--- src/iam_pkg.sv ---
// Constants for the bus status and slave address mask block
package iam_pkg;
    // ------------------------------------------------------------
    // Register byte offsets (Avalon-MM, one word each)
    // ------------------------------------------------------------
    localparam logic [5:0] OFS_STATUS = 6'h00;
    localparam logic [5:0] OFS_MASK   = 6'h04;
    localparam logic [5:0] OFS_CTRL   = 6'h08;
    localparam logic [5:0] OFS_OWN    = 6'h0c;
    localparam logic [5:0] OFS_RCV    = 6'h10;
    localparam logic [5:0] OFS_TRN    = 6'h14;
    localparam logic [5:0] OFS_IST    = 6'h18;
    localparam logic [5:0] OFS_ICLR   = 6'h1c;
    localparam logic [5:0] OFS_IEN    = 6'h20;
    // ------------------------------------------------------------
    // Widths
    // ------------------------------------------------------------
    localparam int ADDR_W = 10;
    localparam int IRQ_W  = 5;
    // ------------------------------------------------------------
    // Status bit positions
    // ------------------------------------------------------------
    localparam int ST_TEN   = 8;
    localparam int ST_STOP  = 4;
    localparam int ST_START = 3;
    localparam int ST_DIR   = 2;
    localparam int ST_RBF   = 1;
    localparam int ST_TBF   = 0;
    // Control bit position
    localparam int CTRL_WIDE = 0;
    // ------------------------------------------------------------
    // Interrupt bit positions
    // ------------------------------------------------------------
    localparam int IRQ_START = 0;
    localparam int IRQ_STOP  = 1;
    localparam int IRQ_RX    = 2;
    localparam int IRQ_TX    = 3;
    localparam int IRQ_HIT   = 4;
    // ------------------------------------------------------------
    // Reset values
    // ------------------------------------------------------------
    localparam logic [ADDR_W-1:0] RST_MASK = 10'h000;
    localparam logic [ADDR_W-1:0] RST_OWN  = 10'h000;
    localparam logic [IRQ_W-1:0]  RST_IEN  = 5'h00;
endpackage

--- src/iam_top.sv ---
// Bus status flags, address mask compare and register slave
// ------------------------------------------------------------
// Overview of operation
// - Ten-bit match flag sets on matching second address byte in ten-bit mode, clears on Stop.
// - Stop-seen flag is 1 when the latest bus condition was Stop.
// - Start-seen flag is 1 after Start or Repeated Start, 0 after Stop.
// - Direction flag takes 1 for read, 0 for write after first address byte.
// - Direction flag changes only on an address byte, holds during data.
// - Receive-full sets when a byte is stored, clears on software read.
// - Transmit-full sets on software write, clears when transmission ends.
// - Ten-bit mode: set mask bit excludes same address bit from compare.
// - Seven-bit mode: mask bit n excludes incoming address bit n+1.
// - Mask register has ten read/write bits, reset zero, upper bits zero.
// - Configuration bit selects ten-bit or seven-bit own address compare.
// ------------------------------------------------------------
//
// The Avalon-MM interface to the registers and the register addresses were decided locally.
`timescale 1ns/1ps
`default_nettype none
module iam_top
    import iam_pkg::*;
(
    // Clock and reset
    input  wire logic              i_clk,
    input  wire logic              i_rst_b,
    // Avalon-MM slave
    input  wire logic [5:0]        i_address,
    input  wire logic              i_read,
    input  wire logic              i_write,
    input  wire logic [31:0]       i_writedata,
    input  wire logic [3:0]        i_byteenable,
    output logic      [31:0]       o_readdata,
    output logic                   o_waitrequest,
    // Events from the bus engine
    input  wire logic              i_start_det,
    input  wire logic              i_stop_det,
    input  wire logic              i_addr_rx,
    input  wire logic              i_addr_second,
    input  wire logic              i_addr_rw,
    input  wire logic [ADDR_W-1:0] i_addr_in,
    input  wire logic              i_rx_byte,
    input  wire logic [7:0]        i_rx_data,
    input  wire logic              i_tx_done,
    // To the bus engine
    output logic                   o_addr_hit,
    output logic      [7:0]        o_tx_data,
    output logic                   o_tx_full,
    output logic                   o_dir,
    // Interrupt
    output logic                   o_irq
);

    // ------------------------------------------------------------
    // Reset release
    // ------------------------------------------------------------
    logic rst_s1_q;
    logic rst_s2_q;
    logic rst_n;

    // Two-stage release of the reset
    always_ff @(posedge i_clk or negedge i_rst_b) begin
        if (!i_rst_b) begin
            rst_s1_q <= 1'b0;
            rst_s2_q <= 1'b0;
        end else begin
            rst_s1_q <= 1'b1;
            rst_s2_q <= rst_s1_q;
        end
    end
    assign rst_n = rst_s2_q;

    // ------------------------------------------------------------
    // Bus slave handshake
    // ------------------------------------------------------------
    logic        ack_q;
    logic        ack_d;
    logic        wreq_q;
    logic        wreq_d;
    logic [31:0] rdata_q;
    logic [31:0] rdata_d;
    logic        take_w;
    logic        take_r;
    logic [15:0] wm;
    logic [15:0] wv;
    logic [15:0] stat;

    // Strobes and lane masks
    assign take_w = i_write & ack_q;
    assign take_r = i_read & ack_q;
    assign wm     = {{8{i_byteenable[1]}}, {8{i_byteenable[0]}}};
    assign wv     = i_writedata[15:0];

    // ------------------------------------------------------------
    // Register state
    // ------------------------------------------------------------
    logic [ADDR_W-1:0] msk_q, msk_d;
    logic [ADDR_W-1:0] own_q, own_d;
    logic              wide_q, wide_d;
    logic              ten_q, ten_d;
    logic              stop_q, stop_d;
    logic              start_q, start_d;
    logic              dir_q, dir_d;
    logic              rbf_q, rbf_d;
    logic              tbf_q, tbf_d;
    logic [7:0]        rcv_q, rcv_d;
    logic [7:0]        trn_q, trn_d;
    logic              hit_q, hit_d;
    logic [IRQ_W-1:0]  ist_q, ist_d;
    logic [IRQ_W-1:0]  ien_q, ien_d;
    logic              irq_q, irq_d;
    logic [IRQ_W-1:0]  ev;
    logic [IRQ_W-1:0]  clr;

    // Answer one cycle after the request, then release
    always_comb begin
        ack_d  = (i_read | i_write) & ~ack_q;
        wreq_d = ~ack_d;
        rdata_d = rdata_q;
        if (i_read && !ack_q) begin
            case (i_address)
                OFS_STATUS: rdata_d = {16'h0000, stat};
                OFS_MASK:   rdata_d = {22'h000000, msk_q};
                OFS_CTRL:   rdata_d = {31'h00000000, wide_q};
                OFS_OWN:    rdata_d = {22'h000000, own_q};
                OFS_RCV:    rdata_d = {24'h000000, rcv_q};
                OFS_TRN:    rdata_d = {24'h000000, trn_q};
                OFS_IST:    rdata_d = {27'h0000000, ist_q};
                OFS_IEN:    rdata_d = {27'h0000000, ien_q};
                default:    rdata_d = 32'h00000000;
            endcase
        end
    end

    always_ff @(posedge i_clk or negedge rst_n) begin
        if (!rst_n) begin
            ack_q   <= 1'b0;
            wreq_q  <= 1'b1;
            rdata_q <= 32'h00000000;
        end else begin
            ack_q   <= ack_d;
            wreq_q  <= wreq_d;
            rdata_q <= rdata_d;
        end
    end

    // ------------------------------------------------------------
    // Address compare, one stage per bit
    // ------------------------------------------------------------
    logic [ADDR_W-1:0] ok10;
    logic [ADDR_W-1:0] ok7;
    logic              hit;

    for (genvar g = 0; g < ADDR_W; g++) begin : g_cmp
        assign ok10[g] = msk_q[g] | (i_addr_in[g] == own_q[g]);
        if (g < 7) begin : g_lo
            assign ok7[g] = msk_q[g] | (i_addr_in[g+1] == own_q[g]);
        end else begin : g_hi
            assign ok7[g] = 1'b1;
        end
    end
    assign hit = wide_q ? (&ok10) : (&ok7);

    // ------------------------------------------------------------
    // Configuration registers
    // ------------------------------------------------------------
    always_comb begin
        msk_d  = msk_q;
        own_d  = own_q;
        wide_d = wide_q;
        if (take_w && i_address == OFS_MASK) begin
            msk_d = (msk_q & ~wm[ADDR_W-1:0]) | (wv[ADDR_W-1:0] & wm[ADDR_W-1:0]);
        end
        if (take_w && i_address == OFS_OWN) begin
            own_d = (own_q & ~wm[ADDR_W-1:0]) | (wv[ADDR_W-1:0] & wm[ADDR_W-1:0]);
        end
        if (take_w && i_address == OFS_CTRL && i_byteenable[0]) begin
            wide_d = wv[CTRL_WIDE];
        end
    end

    always_ff @(posedge i_clk or negedge rst_n) begin
        if (!rst_n) begin
            msk_q  <= RST_MASK;
            own_q  <= RST_OWN;
            wide_q <= 1'b0;
        end else begin
            msk_q  <= msk_d;
            own_q  <= own_d;
            wide_q <= wide_d;
        end
    end

    // ------------------------------------------------------------
    // Status flags and holding registers
    // ------------------------------------------------------------
    // Status word; writes to it are not decoded at all
    always_comb begin
        stat           = 16'h0000;
        stat[ST_TEN]   = ten_q;
        stat[ST_STOP]  = stop_q;
        stat[ST_START] = start_q;
        stat[ST_DIR]   = dir_q;
        stat[ST_RBF]   = rbf_q;
        stat[ST_TBF]   = tbf_q;
    end

    // Flag updates; a set wins over a same-cycle clear, except that Stop wins over Start
    always_comb begin
        ten_d   = ten_q;
        stop_d  = stop_q;
        start_d = start_q;
        dir_d   = dir_q;
        rbf_d   = rbf_q;
        tbf_d   = tbf_q;
        rcv_d   = rcv_q;
        trn_d   = trn_q;
        hit_d   = i_addr_rx & hit;
        if (i_stop_det) begin
            ten_d = 1'b0;
        end
        if (i_addr_rx && i_addr_second && wide_q && hit) begin
            ten_d = 1'b1;
        end
        if (i_stop_det) begin
            stop_d  = 1'b1;
            start_d = 1'b0;
        end else if (i_start_det) begin
            stop_d  = 1'b0;
            start_d = 1'b1;
        end
        if (i_addr_rx && !i_addr_second) begin
            dir_d = i_addr_rw;
        end
        if (take_r && i_address == OFS_RCV) begin
            rbf_d = 1'b0;
        end
        if (i_rx_byte) begin
            rbf_d = 1'b1;
            rcv_d = i_rx_data;
        end
        if (i_tx_done) begin
            tbf_d = 1'b0;
        end
        if (take_w && i_address == OFS_TRN && i_byteenable[0]) begin
            tbf_d = 1'b1;
            trn_d = wv[7:0];
        end
    end

    always_ff @(posedge i_clk or negedge rst_n) begin
        if (!rst_n) begin
            ten_q   <= 1'b0;
            stop_q  <= 1'b0;
            start_q <= 1'b0;
            dir_q   <= 1'b0;
            rbf_q   <= 1'b0;
            tbf_q   <= 1'b0;
            rcv_q   <= 8'h00;
            trn_q   <= 8'h00;
            hit_q   <= 1'b0;
        end else begin
            ten_q   <= ten_d;
            stop_q  <= stop_d;
            start_q <= start_d;
            dir_q   <= dir_d;
            rbf_q   <= rbf_d;
            tbf_q   <= tbf_d;
            rcv_q   <= rcv_d;
            trn_q   <= trn_d;
            hit_q   <= hit_d;
        end
    end

    // ------------------------------------------------------------
    // Interrupt status, clear and enable
    // ------------------------------------------------------------
    always_comb begin
        ev            = '0;
        ev[IRQ_START] = i_start_det;
        ev[IRQ_STOP]  = i_stop_det;
        ev[IRQ_RX]    = i_rx_byte;
        ev[IRQ_TX]    = i_tx_done;
        ev[IRQ_HIT]   = i_addr_rx & hit;
        clr           = '0;
        if (take_w && i_address == OFS_ICLR) begin
            clr = wv[IRQ_W-1:0] & wm[IRQ_W-1:0];
        end
        ien_d = ien_q;
        if (take_w && i_address == OFS_IEN) begin
            ien_d = (ien_q & ~wm[IRQ_W-1:0]) | (wv[IRQ_W-1:0] & wm[IRQ_W-1:0]);
        end
        ist_d = (ist_q & ~clr) | ev;
        irq_d = |(ist_q & ien_q);
    end

    always_ff @(posedge i_clk or negedge rst_n) begin
        if (!rst_n) begin
            ist_q <= '0;
            ien_q <= RST_IEN;
            irq_q <= 1'b0;
        end else begin
            ist_q <= ist_d;
            ien_q <= ien_d;
            irq_q <= irq_d;
        end
    end

    // Outputs straight from flops
    assign o_readdata    = rdata_q;
    assign o_waitrequest = wreq_q;
    assign o_addr_hit    = hit_q;
    assign o_tx_data     = trn_q;
    assign o_tx_full     = tbf_q;
    assign o_dir         = dir_q;
    assign o_irq         = irq_q;
endmodule
`default_nettype wire

--- config.mk ---
export PLATFORM = sky130hd
export DESIGN_NAME = iam_top
export DESIGN_NICKNAME = d
export VERILOG_FILES = /design/src/iam_pkg.sv /design/src/iam_top.sv
export SDC_FILE = /design/constraint.sdc
export NUM_CORES = 1
export LEC_CHECK = 0
export BUFFER_PORTS_ARGS = -buffer_cell sky130_fd_sc_hd__buf_2
export CAP_MARGIN = 20
export CORE_AREA = 5 5 132 122
export CTS_BUF_LIST = sky130_fd_sc_hd__clkbuf_16
export DETAILED_ROUTE_END_ITERATION = 8
export DIE_AREA = 0 0 137 127
export GPL_TIMING_DRIVEN = 0
export PLACE_DENSITY = 0.57
export SYNTH_ARGS = -nofsm -noshare
export SYNTH_HDL_FRONTEND = slang
export SYNTH_SLANG_ARGS = --single-unit
--- constraint.sdc ---
create_clock -name i_clk -period 2 [get_ports i_clk]
set_input_delay 0.2 -clock i_clk [delete_from_list [all_inputs] [get_ports i_clk]]
set_output_delay 0.2 -clock i_clk [all_outputs]
set_load 0.005 [all_outputs]
==> impl_metrics.toml <==
[worst_setup_path]
worstSetupStartpoint = "ack_q"
r2r_slack_ns = 0.34
crit_path_end = "o_readdata[1]"
criticalPathCategory = "reg2reg"
start_kind = "flip-flop"
r2r-end = "o_readdata[1]"
arrival_ns = 1.90
critPathCaptureType = "flip-flop"
reg2reg_from = "ack_q"
required_ns = 2.24
rr_worst_depth = 4
critPathMaxFanout = 8

[pwr]
combPwrFrac_pct = 10.3
power.density_mw_per_mm2 = 787
p_sw_mw = 0.845
p_seq_share_pct = 43.7
power_mw = 3.58
p_leak_nw = 2.18
p_sw_share_pct = 23.6
p_clk_share_pct = 46.0
vdd_drop_max_uv = 374
p_int_mw = 2.73

[sta]
fin_skew_ns = 0.00726
hold_viol = 0
slew_headroom_pct = 41.4
finalSetupViolations = 0
maxSlewViolCount = 0
fin_crit_sh_pct = 83.1
rsz0062_at_grt = "no"
whs_ns = 0.0835
finalCriticalPeriod_ns = 1.66
fmax_mhz = 602
worstMarginPinSlew_ns = 0.879
fin_tns_setup_ns = 0

[grt]
grt_pass1_wl_mm = 15.8
use_met1_pct = 17.1
antenna_found_initial = 1
top_usage_layer = "met2"
grt_use_met3_pct = 3.34
grt_pass1_vias = 2711
grt_max_degree = 68
grt_util_all_layers_pct = 12.0
grt_overflow = 0
met2_usage_pct = 17.9

[drt]
routed_wl_mm = 10.4
drt_first_pass_iters = 4
ant_nets = 0
drt_iter0_markers = 221
via_per_inst = 4.47
num_vias = 2682
wl_per_cell_um = 17.3
drc = 0

[synth]
avgSynthCellArea_um2 = 12.0
synth_top_flop_cell = "dfrtp_1"
synth_edf_count = 0
synthArstFlopShare_pct = 100
seq_area_frac_synth_pct = 48.6
synth_cell_types = 52
ys_seq_elements = 69
synth_warnings = 0
netlist_area_mm2 = 0.00356
netlist_instances = 296

[clock_tree]
cts_setup_buffers = 0
cts_resized = 0
clkTransAtPathRegs_ns = 0.06
ctsHoldBuffers = 1
clk_latency_ns = 0.33
cts_tree = "yes"
clockRootBuffer = "clkbuf_16"
clkSinkCount = 69
clockBufferDepth = 2
cts-buffers-inserted = 9
htreeDepth = 3

[placement]
dpl_cell_area_mm2 = 0.00423
hpwl_mm = 8.13
io_buffers = 68
gp_congestion = 0.793

[floorplanning]
die_h_um = 127
start_util_pct = 24.6
pin_count = 116
dieArea_mm2 = 0.0174
fp.dieW_um = 137
rows = 42
coreArea_mm2 = 0.0145

[run]
drv_cap = 0

[cells_and_area]
drive_gt1_share_pct = 42.8
diodes = 0
nets = 468
syn_to_final_growth_pct = 27.7
fin_util_pct = 31.5
stdcell_area_mm2 = 0.00455

[min_path]
holdCritPathClass = "in2reg"
min-delay-start = "i_tx_done"

[outcome]
status = "completed"
## layout by cell type, fill, tap and decap left out, types with 5 or more instances in the layout
| cell | count |
|---|---|
| buf_2 | 74 |
| dfrtp_1 | 67 |
| mux2_2 | 42 |
| buf_4 | 23 |
| conb_1 | 23 |
| nand2_1 | 19 |
| xnor2_1 | 17 |
| clkbuf_16 | 9 |
| a21o_1 | 8 |
| and3_1 | 6 |
| o21ai_0 | 6 |
| o22ai_1 | 6 |
| o211ai_1 | 6 |
| nand4_1 | 6 |
| nor2_1 | 6 |
| inv_1 | 6 |
| a22o_1 | 5 |
| mux2i_1 | 5 |
| a32oi_1 | 5 |
## Yosys cell counts, types with 3 or more instances
cell,n,area [um2]
buf_2,6,30.0
o2bb2ai_1,4,35.0
dfrtp_1,68,1700
nor2_1,6,22.5
a21o_1,8,60.1
a22oi_1,4,30.0
o211ai_1,6,45.0
o21ai_0,6,30.0
mux2_2,42,473
nand2_1,19,71.3
a22o_1,5,43.8
xnor2_1,17,149
and2_1,4,25.0
mux2i_1,5,50.1
nand3_1,3,15.0
and3_1,6,37.5
nand4_1,6,37.5
a222oi_1,4,40.0
inv_1,5,18.8
buf_4,23,173
o22ai_1,6,37.5
a32oi_1,5,43.8
## worst min path at each step
stage	end	depth (start not counted)
detailed placement	rst_s1_q	1
CTS	ist_q[0]	2
global route	ist_q[0]	2
global placement	rst_s1_q	1
floorplan	rst_n	0
finish	ist_q[3]	2
## cells by family after synthesis
logic type / count (synthesis) / synth area share, %
muxes: 50 / 16.0
AOI/OAI and AO/OA: 58 / 12.7
DFF: 69 / 48.6
other: 2 / 0.211
and+or+nand+nor: 62 / 11.3
xor gates and xnor gates: 17 / 4.18
buffers and inverters: 38 / 7.07
## layout make-up
class                           instances  area, um2
Tap cell                              198        248
Clock buffer                            9        225
Multi-Input combinational cell        210       1660
Sequential cell                        69       1730
Timing Repair Buffer                   69        350
Fill cell                            1504       9910
Inverter                                5       18.8
Buffer                                 33        233
Clock inverter                          7       81.3
## metrics by stage
stage,setup slack (ns),instances
2_1_floorplan,0.544,317
3_3_place_gp,0.345,583
4_1_cts,0.361,600
6_report,0.338,600
3_5_place_dp,0.334,583
5_1_grt,0.203,600
## layer usage
| metal | share of wire, % | wire, um |
|---|---|---|
| met1 | 46 | 4780 |
| met2 | 44 | 4540 |
| met3 | 8.6 | 895 |
| met4 | 1.3 | 139 |
| met5 | 0.068 | 7 |
## critical path: stages (launching register included)
cell and delay, ns:
dfrtp_1 0.43, nand2b_4 0.20, nor3_1 0.46, nand2_2 0.24, o211ai_1 0.24
## power by group through the flow
| stage | Clock (mW) | Sequential (mW) | Combinational (mW) |
|---|---|---|---|
| finish | 1.65 | 1.56 | 0.369 |
| global route | 1.75 | 1.58 | 0.405 |
| CTS | 1.67 | 1.57 | 0.371 |
| detailed placement | 0 | 1.59 | 0.368 |
| global placement | 0 | 1.59 | 0.361 |
| floorplan | 0 | 1.55 | 0.226 |
(Power assumes the default switching activity.)
